$ cat src/scd_consts.vh
// Constants for the chaining DMA channel: register offsets, fields, resets.
// Included by every design file of the channel; holds definitions only.
`ifndef SCD_CONSTS_VH
`define SCD_CONSTS_VH

// Register offsets on the plain register port
`define SCD_OFF_DADDR 8'h00
`define SCD_OFF_TADDR 8'h04
`define SCD_OFF_BCNT 8'h08
`define SCD_OFF_CTRL 8'h0C
`define SCD_OFF_STATUS 8'h10
`define SCD_OFF_MASK 8'h14
`define SCD_OFF_RSTCTL 8'h18
`define SCD_OFF_SCSI_PTR 8'h20
`define SCD_OFF_SCSI_DATA 8'h24

// System address of the controller's pointer register, decoded on the board
`define SCD_SCSI_PTR_ADDR 32'hFFFE_4000

// Count longword fields
`define SCD_CNT_LINK 31
`define SCD_CNT_SP_HI 26
`define SCD_CNT_SP_LO 24
`define SCD_CNT_HI 23

// Control register fields
`define SCD_CTRL_RUN 0
`define SCD_CTRL_TWS 1
`define SCD_CTRL_DIR 2
`define SCD_CTRL_TFC_HI 6
`define SCD_CTRL_TFC_LO 4

// Status and mask bits
`define SCD_ST_DONE 0
`define SCD_ST_BERR 1
`define SCD_ST_SIZE 2
`define SCD_ST_RST 3
`define SCD_ST_W 4

// Reset control fields
`define SCD_RST_DRIVE 0
`define SCD_RST_SENSE 1

// Reset values
`define SCD_RST_ADDR 32'h0000_0000
`define SCD_RST_COUNT 24'h00_0000
`define SCD_RST_SP 3'h0
`define SCD_RST_STATUS 4'h0
`define SCD_RST_MASK 4'h0

// Address steps
`define SCD_STEP_WORD 32'h0000_0004
`define SCD_STEP_ENTRY 32'h0000_0008

`endif

$ cat src/scd_channel.v
// Chaining DMA channel between the SCSI controller byte bus and local memory.
// Assumes a local bus that answers each request with one ack or berr pulse,
// and decodes DRAM, VMEbus and time-out outside this block.
// Function
// - Holds data pointer, table pointer, 24-bit count
// - Direct mode uses software-loaded pointer and count
// - Chaining fetches address/count pairs from table
// - Other targets end by local bus time-out
// - Sequencer always idle, table walk or transfer
// - Idle after reset until run enable set
// - Back to idle; restart needs errors cleared
// - Table walk first only when select bit set
// - Transfer at data address until count zero
// - Count zero sets done, or walks on link
// - Walk loads block address then count longword
// - Table walk stops on narrow memory
// - Any error: idle, done plus error bit
// - Byte-wide controller bus builds longwords
// - Memory access per full longword, or per short last word at block end
// - One bus cycle per four bytes moved
// - Own sense and drive of SCSI reset
// - Processor reaches controller through pointer register
`timescale 1ns/1ps
`include "scd_consts.vh"

module scd_channel #(parameter AW = 8)
(
   // Clock and reset
   input wire mclk,
   input wire rst_n,
   // Register port
   input wire [AW-1:0] reg_addr,
   input wire [31:0] reg_wdata,
   input wire reg_wr,
   input wire reg_rd,
   output reg [31:0] reg_rdata,
   // Local memory bus
   output reg mem_req,
   output reg mem_we,
   output reg [31:0] mem_addr,
   output reg [2:0] mem_space,
   output reg [3:0] mem_be,
   output reg [31:0] mem_wdata,
   input wire [31:0] mem_rdata,
   input wire mem_ack,
   input wire mem_berr,
   input wire mem_port32,
   // SCSI controller byte bus
   input wire scsi_drq,
   output wire scsi_dack,
   output wire scsi_cs,
   output wire scsi_a0,
   output wire scsi_rd,
   output wire scsi_wr,
   input wire [7:0] scsi_din,
   output wire [7:0] scsi_dout,
   output wire scsi_doe,
   // SCSI bus reset line
   input wire scsi_rst_i,
   output wire scsi_rst_o,
   output wire scsi_rst_oe,
   // Interrupt
   output wire irq
);

   localparam ST_IDLE = 3'b001;
   localparam ST_WALK = 3'b010;
   localparam ST_XFER = 3'b100;

   reg [2:0] state;
   reg walk_half;
   reg [31:0] daddr;
   reg [31:0] taddr;
   reg cnt_link;
   reg [2:0] cnt_space;
   reg [23:0] cnt_bytes;
   reg run_en;
   reg walk_sel;
   reg dir_out;
   reg [2:0] tfc;
   reg rst_drive;
   reg rst_q;
   reg dack_q;

   reg sel_daddr;
   reg sel_taddr;
   reg sel_bcnt;
   reg sel_ctrl;
   reg sel_status;
   reg sel_mask;
   reg sel_rstctl;
   reg sel_sptr;
   reg sel_sdata;
   reg [31:0] flush_word;
   reg [3:0] flush_be;

   wire [31:0] pk_word;
   wire [2:0] pk_cnt;
   wire [`SCD_ST_W-1:0] status;
   wire [`SCD_ST_W-1:0] mask;

   wire st_idle = state[0];
   wire st_walk = state[1];
   wire st_xfer = state[2];

   // Register address decode
   always @*
   begin
      sel_daddr = 1'b0;
      sel_taddr = 1'b0;
      sel_bcnt = 1'b0;
      sel_ctrl = 1'b0;
      sel_status = 1'b0;
      sel_mask = 1'b0;
      sel_rstctl = 1'b0;
      sel_sptr = 1'b0;
      sel_sdata = 1'b0;
      if (reg_addr == `SCD_OFF_DADDR)
         sel_daddr = 1'b1;
      else if (reg_addr == `SCD_OFF_TADDR)
         sel_taddr = 1'b1;
      else if (reg_addr == `SCD_OFF_BCNT)
         sel_bcnt = 1'b1;
      else if (reg_addr == `SCD_OFF_CTRL)
         sel_ctrl = 1'b1;
      else if (reg_addr == `SCD_OFF_STATUS)
         sel_status = 1'b1;
      else if (reg_addr == `SCD_OFF_MASK)
         sel_mask = 1'b1;
      else if (reg_addr == `SCD_OFF_RSTCTL)
         sel_rstctl = 1'b1;
      else if (reg_addr == `SCD_OFF_SCSI_PTR)
         sel_sptr = 1'b1;
      else if (reg_addr == `SCD_OFF_SCSI_DATA)
         sel_sdata = 1'b1;
   end

   // Processor access to the controller, pointer or data register
   wire cpu_sel = sel_sptr | sel_sdata;
   wire cpu_rd = reg_rd & cpu_sel;
   wire cpu_wr = reg_wr & cpu_sel;

   // Start only from idle, with both error bits already cleared
   wire no_err = ~status[`SCD_ST_BERR] & ~status[`SCD_ST_SIZE];
   wire start = reg_wr & sel_ctrl & reg_wdata[`SCD_CTRL_RUN] & st_idle & no_err;

   wire ack_hit = mem_req & mem_ack & ~mem_berr;
   // Time-out on a bad target comes back as berr and ends the run
   wire berr_hit = mem_req & mem_berr & (st_walk | st_xfer);
   wire size_hit = ack_hit & st_walk & ~mem_port32;

   // Byte handshake; the guard cycle lets the controller drop its request
   wire byte_room = dir_out ? (pk_cnt != 3'h0) : (pk_cnt != 3'h4);
   wire dack_go = st_xfer & scsi_drq & ~dack_q & ~cpu_sel & ~(reg_rd | reg_wr) & ~mem_req &
      (cnt_bytes != 24'h00_0000) & byte_room;

   // Longword writes only when the packer is full or the block ends; reads only when it is empty
   wire flush = st_xfer & ~dir_out & ~mem_req &
      ((pk_cnt == 3'h4) | ((cnt_bytes == 24'h00_0000) & (pk_cnt != 3'h0)));
   wire fetch = st_xfer & dir_out & ~mem_req & (pk_cnt == 3'h0) &
      (cnt_bytes != 24'h00_0000);
   wire finish = st_xfer & ~mem_req & (cnt_bytes == 24'h00_0000) &
      (dir_out | (pk_cnt == 3'h0));
   wire fin_done = finish & ~cnt_link;

   wire pk_push = dack_go & ~dir_out;
   wire pk_pop = dack_go & dir_out;
   wire pk_load = ack_hit & st_xfer & dir_out;
   wire pk_clr = (ack_hit & st_xfer & ~dir_out) | finish | berr_hit | size_hit | start;

   wire rst_rise = scsi_rst_i & ~rst_q;
   wire [`SCD_ST_W-1:0] ev = {rst_rise, size_hit, berr_hit,
      fin_done | berr_hit | size_hit};

   // Left-align a short last word and enable only its leading bytes
   always @*
   begin
      flush_word = pk_word;
      flush_be = 4'hF;
      case (pk_cnt)
         3'h1:
         begin
            flush_word = {pk_word[7:0], 24'h00_0000};
            flush_be = 4'h8;
         end
         3'h2:
         begin
            flush_word = {pk_word[15:0], 16'h0000};
            flush_be = 4'hC;
         end
         3'h3:
         begin
            flush_word = {pk_word[23:0], 8'h00};
            flush_be = 4'hE;
         end
         default:
         begin
            flush_word = pk_word;
            flush_be = 4'hF;
         end
      endcase
   end

   // Sequencer and datapath registers
   always @(posedge mclk or negedge rst_n)
   begin
      if (!rst_n)
      begin
         state <= ST_IDLE;
         walk_half <= 1'b0;
         daddr <= `SCD_RST_ADDR;
         taddr <= `SCD_RST_ADDR;
         cnt_link <= 1'b0;
         cnt_space <= `SCD_RST_SP;
         cnt_bytes <= `SCD_RST_COUNT;
         run_en <= 1'b0;
         walk_sel <= 1'b0;
         dir_out <= 1'b0;
         tfc <= `SCD_RST_SP;
         rst_drive <= 1'b0;
         rst_q <= 1'b0;
         dack_q <= 1'b0;
         mem_req <= 1'b0;
         mem_we <= 1'b0;
         mem_addr <= `SCD_RST_ADDR;
         mem_space <= `SCD_RST_SP;
         mem_be <= 4'h0;
         mem_wdata <= 32'h0000_0000;
      end
      else
      begin
         rst_q <= scsi_rst_i;
         dack_q <= dack_go;
         if (reg_wr & sel_rstctl)
            rst_drive <= reg_wdata[`SCD_RST_DRIVE];
         // Pointers and count are loaded by software only while idle
         if (st_idle & reg_wr)
         begin
            if (sel_daddr)
               daddr <= reg_wdata;
            if (sel_taddr)
               taddr <= reg_wdata;
            if (sel_bcnt)
            begin
               cnt_link <= reg_wdata[`SCD_CNT_LINK];
               cnt_space <= reg_wdata[`SCD_CNT_SP_HI:`SCD_CNT_SP_LO];
               cnt_bytes <= reg_wdata[`SCD_CNT_HI:0];
            end
            if (sel_ctrl)
            begin
               walk_sel <= reg_wdata[`SCD_CTRL_TWS];
               dir_out <= reg_wdata[`SCD_CTRL_DIR];
               tfc <= reg_wdata[`SCD_CTRL_TFC_HI:`SCD_CTRL_TFC_LO];
            end
         end
         if (start)
         begin
            run_en <= 1'b1;
            walk_half <= 1'b0;
            state <= reg_wdata[`SCD_CTRL_TWS] ? ST_WALK : ST_XFER;
         end
         if (dack_go)
            cnt_bytes <= cnt_bytes - 24'h00_0001;
         if (berr_hit | size_hit)
         begin
            mem_req <= 1'b0;
            run_en <= 1'b0;
            state <= ST_IDLE;
         end
         else
         begin
            case (state)
               ST_WALK:
               begin
                  if (!mem_req)
                  begin
                     mem_req <= 1'b1;
                     mem_we <= 1'b0;
                     mem_addr <= walk_half ? taddr + `SCD_STEP_WORD : taddr;
                     mem_space <= tfc;
                     mem_be <= 4'hF;
                  end
                  else if (ack_hit)
                  begin
                     mem_req <= 1'b0;
                     if (!walk_half)
                     begin
                        daddr <= mem_rdata;
                        walk_half <= 1'b1;
                     end
                     else
                     begin
                        cnt_link <= mem_rdata[`SCD_CNT_LINK];
                        cnt_space <= mem_rdata[`SCD_CNT_SP_HI:`SCD_CNT_SP_LO];
                        cnt_bytes <= mem_rdata[`SCD_CNT_HI:0];
                        taddr <= taddr + `SCD_STEP_ENTRY;
                        walk_half <= 1'b0;
                        state <= ST_XFER;
                     end
                  end
               end
               ST_XFER:
               begin
                  if (flush | fetch)
                  begin
                     mem_req <= 1'b1;
                     mem_we <= flush;
                     mem_addr <= daddr;
                     mem_space <= cnt_space;
                     mem_be <= flush ? flush_be : 4'hF;
                     mem_wdata <= flush_word;
                  end
                  else if (ack_hit)
                  begin
                     mem_req <= 1'b0;
                     daddr <= daddr + `SCD_STEP_WORD;
                  end
                  else if (finish)
                  begin
                     if (cnt_link)
                        state <= ST_WALK;
                     else
                     begin
                        run_en <= 1'b0;
                        state <= ST_IDLE;
                     end
                  end
               end
               ST_IDLE:
               begin
                  mem_req <= 1'b0;
               end
               default:
               begin
                  state <= ST_IDLE;
               end
            endcase
         end
      end
   end

   // Register read, answer in the next cycle; unmapped offsets read zero
   always @(posedge mclk or negedge rst_n)
   begin
      if (!rst_n)
         reg_rdata <= 32'h0000_0000;
      else if (reg_rd)
      begin
         if (sel_daddr)
            reg_rdata <= daddr;
         else if (sel_taddr)
            reg_rdata <= taddr;
         else if (sel_bcnt)
            reg_rdata <= {cnt_link, 4'h0, cnt_space, cnt_bytes};
         else if (sel_ctrl)
            reg_rdata <= {25'h000_0000, tfc, 1'b0, dir_out, walk_sel, run_en};
         else if (sel_status)
            reg_rdata <= {21'h00_0000, state, 4'h0, status};
         else if (sel_mask)
            reg_rdata <= {28'h000_0000, mask};
         else if (sel_rstctl)
            reg_rdata <= {30'h0000_0000, scsi_rst_i, rst_drive};
         else if (cpu_sel)
            reg_rdata <= {24'h00_0000, scsi_din};
         else
            reg_rdata <= 32'h0000_0000;
      end
   end

   scd_packer u_pack
   (
      .mclk(mclk),
      .rst_n(rst_n),
      .clr(pk_clr),
      .push(pk_push),
      .pop(pk_pop),
      .load(pk_load),
      .din_byte(scsi_din),
      .din_word(mem_rdata),
      .word(pk_word),
      .cnt(pk_cnt)
   );

   scd_irq #(.W(`SCD_ST_W)) u_irq
   (
      .mclk(mclk),
      .rst_n(rst_n),
      .ev(ev),
      .wr_status(reg_wr & sel_status),
      .wr_mask(reg_wr & sel_mask),
      .wdata(reg_wdata[`SCD_ST_W-1:0]),
      .status(status),
      .mask(mask),
      .irq(irq)
   );

   // Controller strobes; processor access always wins over a DMA byte
   assign scsi_dack = dack_go;
   assign scsi_cs = cpu_rd | cpu_wr;
   assign scsi_a0 = sel_sdata;
   assign scsi_rd = cpu_rd | pk_push;
   assign scsi_wr = cpu_wr | pk_pop;
   assign scsi_dout = cpu_wr ? reg_wdata[7:0] : pk_word[31:24];
   assign scsi_doe = scsi_wr;
   // Reset line is open drain: drive high while the control bit is set
   assign scsi_rst_o = 1'b1;
   assign scsi_rst_oe = rst_drive;

endmodule

$ cat src/scd_irq.v
// Sticky event status, mask and level interrupt for the DMA channel.
// Assumes event inputs are one-cycle pulses; software clears by writing ones.
`timescale 1ns/1ps
`include "scd_consts.vh"

module scd_irq #(parameter W = `SCD_ST_W)
(
   // Clock and reset
   input wire mclk,
   input wire rst_n,
   // Events and software access
   input wire [W-1:0] ev,
   input wire wr_status,
   input wire wr_mask,
   input wire [W-1:0] wdata,
   // State
   output reg [W-1:0] status,
   output reg [W-1:0] mask,
   output wire irq
);

   always @(posedge mclk or negedge rst_n)
   begin
      if (!rst_n)
      begin
         status <= `SCD_RST_STATUS;
         mask <= `SCD_RST_MASK;
      end
      else
      begin
         // A new event beats a clear in the same cycle
         status <= (status & ~(wr_status ? wdata : {W{1'b0}})) | ev;
         if (wr_mask)
            mask <= wdata;
      end
   end

   assign irq = |(status & mask);

endmodule

$ cat src/scd_packer.v
// Byte to longword packer and unpacker for the SCSI data path.
// Assumes one operation per cycle from its owner; first byte sits in bits 31:24.
`timescale 1ns/1ps
`include "scd_consts.vh"

module scd_packer
(
   // Clock and reset
   input wire mclk,
   input wire rst_n,
   // Controls
   input wire clr,
   input wire push,
   input wire pop,
   input wire load,
   // Data
   input wire [7:0] din_byte,
   input wire [31:0] din_word,
   output reg [31:0] word,
   output reg [2:0] cnt
);

   always @(posedge mclk or negedge rst_n)
   begin
      if (!rst_n)
      begin
         word <= 32'h0000_0000;
         cnt <= 3'h0;
      end
      else if (clr)
      begin
         word <= 32'h0000_0000;
         cnt <= 3'h0;
      end
      else if (load)
      begin
         word <= din_word;
         cnt <= 3'h4;
      end
      else if (push)
      begin
         word <= {word[23:0], din_byte};
         cnt <= cnt + 3'h1;
      end
      else if (pop)
      begin
         word <= {word[23:0], 8'h00};
         cnt <= cnt - 3'h1;
      end
   end

endmodule

$ cat config.mk
export PLATFORM = sky130hd
export DESIGN_NAME = scd_channel
export DESIGN_NICKNAME = d
export VERILOG_FILES = /design/src/scd_channel.v /design/src/scd_irq.v /design/src/scd_packer.v
export VERILOG_INCLUDE_DIRS = /design/src
export SDC_FILE = /design/constraint.sdc
export NUM_CORES = 1
export LEC_CHECK = 0
export BUFFER_PORTS_ARGS = -buffer_cell sky130_fd_sc_hd__buf_4
export CORE_MARGIN = 8
export CORE_UTILIZATION = 45
export CTS_BUF_LIST = sky130_fd_sc_hd__clkbuf_4 sky130_fd_sc_hd__clkbuf_8
export CTS_CLUSTER_SIZE = 14
export DETAILED_ROUTE_END_ITERATION = 8
export GPL_ROUTABILITY_DRIVEN = 0
export HOLD_SLACK_MARGIN = 0.03
export PLACE_DENSITY = 0.65
export RECOVER_POWER = 50
export SYNTH_ARGS = -nofsm -noshare
export SYNTH_HDL_FRONTEND = slang
export SYNTH_SLANG_ARGS = --single-unit
$ cat constraint.sdc
create_clock -name mclk -period 3.4 [get_ports mclk]
set_clock_uncertainty 0.05 [all_clocks]
set_input_delay 0.34 -clock mclk [delete_from_list [all_inputs] [get_ports mclk]]
set_output_delay 0.34 -clock mclk [all_outputs]
set_load 0.02 [all_outputs]
==> impl_metrics.ini, run 1 <==
[run_status]
outcome = complete, but fails checks
violations = design-rule violations, max-capacitance violations, max-slew violations

[critical_path]
critPathArrivalTime_ns = 2.87
worst-r2r-cell-count = 9
crit_path_max_fo = 11
worstSetupEndpointType = primary output
start_kind = flip-flop
timing.setup.critical_path_class = reg2out
worstPathRequired_ns = 3.01

[routing]
post_drt_wl_per_cell_um = 25.6
route.detailed.drc = 1
drtIter0Drc = 2807
vias_post_dr = 15500
totalWireLength_mm = 61.0
drt_pass1_iterations = 9
drt.antenna.violating_nets = 0
viasPerCell = 6.49

[final_layout]
final_layout_size_suffix_gt1_share_pct = 20.6
seqCellArea_um2 = 6330
filler_cell_count = 3079
stdcell_count = 2385
multi_input_area_um2 = 8130
diodes = 0
number_of_nets_in_the_final_layout = 2004
area.growth.synth_to_final_pct = 22.0

[pwr]
clock_power_share_pct = 39.1
peak_supply_drop_uv = 245
cellInternalPower_mw = 5.25
net-switching-power_mw = 2.33
swShare_pct = 30.7
leakagePower_nw = 7.68
share_seq_of_total_power_pct = 44.6
powerDensity_nw_per_um2 = 410
comb_power_share_pct = 16.3

[floorplan]
core_area_um2 = 33400
fp-row-count = 67
io_pins = 211
die-height_um = 199
chipWidth_um = 199
initial_core_util_pct = 45.4
fp.dieArea_um2 = 39800

[clock_network]
clock_sink_count = 253
cts_tree = yes
h-tree-depth = 2
path_clk_slew_ns = 0.06
numCtsBuffers = 46
cts_buffer_depth = 3
clock-root-buffer = sky130_fd_sc_hd__clkbuf_8
clock_latency_ns = 0.58

[grt]
gr-usage-all-layers_pct = 30.0
first_global_vias = 14800
antenna_violations_before_repair = 0
first_pass_grt_wire_length_mm = 92.0
grt_max_degree = 92
overflow = 0

[timing]
worstMarginPinSlew_ns = 2.67
hold_violations = 0
finalSetupViolations = 0
max_clk_rate_ghz = 0.307
min_period_ns = 3.26
max_slew_margin_pct = -77.7
timing.final.crit_share_pct = 95.8
tns_ns = 0
slew_viol_final = 89
rsz0062_at_grt = no

[synth]
synthArstFlopShare_pct = 100
synthesized_net_count = 1775
share_of_the_yosys_chip_area_belonging_to_registers_pct = 41.8
synthTopCellsByCount = sky130_fd_sc_hd__dfrtp_1, sky130_fd_sc_hd__nor2_1, sky130_fd_sc_hd__nand2_1, sky130_fd_sc_hd__clkbuf_1, sky130_fd_sc_hd__a21oi_1
syn_area_um2 = 15100
synth_top_area_share_pct = 41.6
postSynth.topFlopCell = sky130_fd_sc_hd__dfrtp_1
post_synth.cell_area_avg_um2 = 9.04
netlist.top_cell.by_area = sky130_fd_sc_hd__dfrtp_1
yosysWarningCount = 0
synth.top_cells.by_area = sky130_fd_sc_hd__dfrtp_1, sky130_fd_sc_hd__nor2_1, sky130_fd_sc_hd__nand2_1, sky130_fd_sc_hd__a21oi_1, sky130_fd_sc_hd__mux2i_1
synth_enable_flop_cells = 0
synth-seq-cells = 253
yosysUniqueCellTypes = 82
post-synth-top-count-cell = sky130_fd_sc_hd__dfrtp_1
syn-instance-count = 1676

[place]
numPortBuffers = 209
hpwl_after_detailed_placement_mm = 45.0
dpl_cells = 2266

[worst_hold_path]
min_path_cells = 3
worstHoldPathType = in2reg

[flow_run]
max_cap_viol_count = 1
==> cells in the final DEF (no fill, tap or decap), drive strengths merged, types with 36 or more instances in the layout <==
cell         count
dfrtp          252
buf            227
nor2           172
nand2          152
clkbuf         124
a21oi          100
o21ai           92
nand3           59
a22oi           53
mux2            52
mux2i           50
nor3            46
inv             45
a222oi          42
dlygate4sd3     36
==> worst max-delay path, cell delays in order, from the launching register on <==
cell and delay (ns):
sky130_fd_sc_hd__dfrtp_1 0.41, sky130_fd_sc_hd__inv_1 0.11, sky130_fd_sc_hd__ha_1 0.19, sky130_fd_sc_hd__nor3b_2 0.37
sky130_fd_sc_hd__nand3_2 0.29, sky130_fd_sc_hd__nor2_4 0.31, sky130_fd_sc_hd__nor3_1 0.09, sky130_fd_sc_hd__buf_4 0.19
sky130_fd_sc_hd__a21o_1 0.18, sky130_fd_sc_hd__buf_4 0.16
==> kinds of logic after synthesis <==
group / Yosys count / share of synthesized area (%)
XOR/XNOR: 49 / 2.83
buffers and inverters: 183 / 4.94
AO/OA/AOI/OAI: 501 / 23.3
multiplexers: 102 / 7.69
adder cells (fa/ha/maj): 10 / 0.826
other: 1 / 0.0248
flip-flops: 253 / 41.8
AND/OR/NAND/NOR: 577 / 18.6
==> routing by layer <==
metal  track usage, %  share of wire, %  routed length, um  vias up
li1                 -                 -                  -     6741
met3             6.43                12               7590      206
met4             11.4               4.3               2610        0
met5                0                 0                  0        -
met2             46.1                44              26800     1184
met1             41.1                39              23900     7355
==> final cells by class <==
type | count | share of cell area (%)
Clock buffer | 68 | 4.73
Clock inverter | 12 | 0.325
Inverter | 45 | 0.914
Multi-Input combinational cell | 1240 | 44.0
Sequential cell | 253 | 34.3
Tap cell | 448 | 3.03
Timing Repair Buffer | 319 | 12.7
==> final timing paths <==
| kind | from | endpoint | slack [ns] |
|---|---|---|---|
| worst max register to register | cnt_bytes[1] | cnt_bytes[8] | 0.18 |
| worst min-delay path | reg_wdata[30] | taddr[30] | 0.05 |
| worst min register to register | rst_q | u_irq.status[3] | 0.38 |
| worst max-delay path | cnt_bytes[1] | scsi_rd | 0.14 |
| max in group asynchronous | rst_n | reg_rdata[12] | 0.61 |
| min in group asynchronous | rst_n | reg_rdata[4] | 1.10 |
==> state kept, by name, indices dropped and copies added (netlist names), 3 cells and up <==
| name | cells |
|---|---|
| daddr | 32 |
| mem_addr | 32 |
| mem_wdata | 32 |
| reg_rdata | 32 |
| taddr | 32 |
| u_pack.word | 32 |
| cnt_bytes | 24 |
| mem_be | 4 |
| u_irq.mask | 4 |
| u_irq.status | 4 |
| cnt_space | 3 |
| mem_space | 3 |
| state | 3 |
| tfc | 3 |
| u_pack.cnt | 3 |
==> power by group through the flow <==
| stage | Clock [mW] | Sequential, mW | Combinational [mW] |
|---|---|---|---|
| 2_1_floorplan | 0 | 3.34 | 0.679 |
| 3_3_place_gp | 0 | 3.41 | 1.15 |
| 3_5_place_dp | 0 | 3.42 | 1.16 |
| 4_1_cts | 3.00 | 3.36 | 1.21 |
| 5_1_grt | 3.13 | 3.39 | 1.32 |
| 6_report | 2.96 | 3.38 | 1.24 |
==> what timing repair did <==
item,in CTS,in global routing
cloned,0,0
pin swaps,0,1
resized for setup,2,1
hold endpoints to repair,126,0
setup endpoints to repair,3,3
hold buffers,36,0
buffers inserted,0,3
==> per-stage QoR <==
step	worst slack, ns	hold slack (ns)	power (mW)	util, %	cell area, um2
6_report	0.143	0.0472	7.58	55.4	18500
5_1_grt	0.0238	0.0360	7.85	55.4	18500
4_1_cts	0.133	0.0301	7.57	55.9	18700
3_5_place_dp	0.311	0.371	4.58	52.0	17400
3_3_place_gp	0.366	0.362	4.56	52.0	17400
2_1_floorplan	0.508	-0.00559	4.02	-	15100
Power figures use the tool's default switching activity.
==> run 2: changes to the inputs <==
Settings changed: PLACE_DENSITY 0.65 to 0.68.
Clock period 3.4 ns to 2.9 ns, I/O delays scaled along.
==> run 2 against run 1 <==
The flow finishes with violations (max-capacitance violations, max-slew violations, negative setup slack). Die area is the same. Critical path depth shrank 2. Sequential power grew 16%. Hold slack gained 0.017 ns. Final area grew 5.8%. Critical endpoint is now mem_addr[7].
==> impl_metrics.ini, run 2 (synthesis gave the netlist of run 1 again) <==
[timing]
slew_viol_final = 73
hold_violations = 0
holdWs_ns = 0.0645
finalSetupViolations = 13
rsz0062_at_grt = yes
timing.final.crit_share_pct = 102
tns_ns = -0.318
max_slew_margin_pct = -47.2
worstMarginPinSlew_ns = 2.21
max_clk_rate_ghz = 0.337
final_critical_path_setup_slack_ns = -0.0690
min_period_ns = 2.97

[final_layout]
multi_input_area_um2 = 8190
final_layout_size_suffix_gt1_share_pct = 24.0
finish.instance_area_um2 = 19600
diodes = 0
area.growth.synth_to_final_pct = 29.1
seqCellArea_um2 = 6330
mostFrequentLayoutCell = sky130_fd_sc_hd__buf_4
stdcell_count = 2473
number_of_nets_in_the_final_layout = 2095
filler_cell_count = 2987
leading_cell_types_in_the_layout_fill_and_taps_excluded = sky130_fd_sc_hd__buf_4, sky130_fd_sc_hd__dfrtp_1, sky130_fd_sc_hd__nor2_1, sky130_fd_sc_hd__nand2_1, sky130_fd_sc_hd__a21oi_1

[grt]
gr-usage-met1_pct = 39.9
gr-usage-all-layers_pct = 30.5
first_pass_grt_wire_length_mm = 93.7
overflow = 0
first_global_vias = 15600
gr-max-usage-layer = met2
met3_track_usage_gr_pct = 8.59
grt_util_met2_pct = 46.2
grt_max_degree = 75
antenna_violations_before_repair = 2

[critical_path]
critPathArrivalTime_ns = 3.37
crit_path_top_delay_cell = sky130_fd_sc_hd__or4_4
critical_path.reg2reg.startpoint = cnt_bytes[11]
crit_path_max_fo = 4
start_kind = flip-flop
count_of_buffering_cells_on_the_critical_path_with_inverters_included = 1
worstSetupEndpointType = flip-flop
worstPathRequired_ns = 3.30
crit_path_cell_trace = or3_4 > or4_4 > nor4_4 > mux2_4 > or3_4 > buf_4 > a221o_1
timing.setup.critical_path_class = reg2reg
critical_path.max_stage_delay_ns = 0.45
path_common_cell = sky130_fd_sc_hd__or3_4
cp_top_family = simple AND/OR/NAND/NOR gates
worstSetupStartpoint = cnt_bytes[11]

[routing]
route.detailed.drc = 0
vias_post_dr = 16100
drt_pass1_iterations = 7
viasPerCell = 6.50
totalWireLength_mm = 63.0
post_drt_wl_per_cell_um = 25.5
drt.antenna.violating_nets = 0
drtIter0Drc = 2958

[pwr]
powerDensity_nw_per_um2 = 476
peak_supply_drop_uv = 297
leakagePower_nw = 8.25

[place]
post_dp_cell_area_um2 = 17900
dpl_cells = 2320
hpwl_after_detailed_placement_mm = 45.4
place_ws_ns = -0.0344
numPortBuffers = 209

[clock_network]
clock_sink_count = 253
cts_buffer_depth = 3
numCtsBuffers = 45
cts_tree = yes
path_clk_slew_ns = 0.07
h-tree-depth = 2
clock_latency_ns = 0.57
clock-root-buffer = sky130_fd_sc_hd__clkbuf_8

[floorplan]
chipWidth_um = 199
fp-row-count = 67
io_pins = 211
die-height_um = 199
fp.dieArea_um2 = 39800
initial_core_util_pct = 45.4
core_area_um2 = 33400

[worst_hold_path]
timing.hold.worst.start = reg_wdata[6]
worstHoldPathType = in2reg

[flow_run]
max_cap_viol_count = 1

[run_status]
outcome = complete, but fails checks
violations = max-capacitance violations, max-slew violations, negative setup slack
## run 2: area by class of cell
| cell class | count | area share [%] |
|---|---|---|
| timing repair buffer | 411 | 17.1 |
| clock inverter | 13 | 0.998 |
| sequential | 253 | 32.4 |
| inverter | 45 | 0.864 |
| multi-input combinational | 1240 | 41.9 |
| clock buffer | 63 | 3.89 |
| tap | 448 | 2.87 |
## run 2: metal layers
| metal | vias to the layer above | part of all wire (%) |
|---|---|---|
| met2 | 1259 | 43 |
| met3 | 274 | 13 |
| li1 | 6925 | - |
| met5 | - | 0.021 |
| met4 | 2 | 5.6 |
| met1 | 7603 | 38 |
## run 2: worst register-to-register path, delay by kind of cell, from the launching register on
kind | cells | cell delay (ns)
compound gates | 1 | 0.28
flops | 1 | 0.38
simple gates | 4 | 1.61
buf+inv | 1 | 0.15
mux | 1 | 0.38
## run 2: where the power goes
group / switching, mW / internal (mW) / total (mW)
Clock: 1.56 / 2.13 / 3.70
Combinational: 0.996 / 0.685 / 1.68
Sequential: 0.235 / 3.69 / 3.92
Total: 2.79 / 6.51 / 9.30
## run 2: repair_timing
action,4_1_cts,5_1_grt
pin swaps,2,8
gates resized for setup,3,24
hold buffers,63,1
endpoints found under the setup margin,19,36
endpoints found under the hold margin,158,1
setup buffers,4,5
gates cloned,0,4
## run 2: final timing paths
path | end | slack [ns] | depth (start not counted)
worst min-delay path | tfc[2] | 0.06 | 2
worst max register to register | mem_addr[7] | -0.07 | 7
min in group asynchronous | mem_addr[4] | 0.88 | 2
worst max-delay path | mem_addr[7] | -0.07 | 7
max in group asynchronous | reg_rdata[16] | 0.37 | 3
worst min register to register | u_irq.status[3] | 0.38 | 1
## run 2: metrics by stage
step	power [mW]	utilization, %
after global placement	5.46	53.5
after floorplan	4.71	-
after detailed placement	5.49	53.5
after CTS	9.24	58.4
final	9.30	58.6
after global routing	9.61	58.6
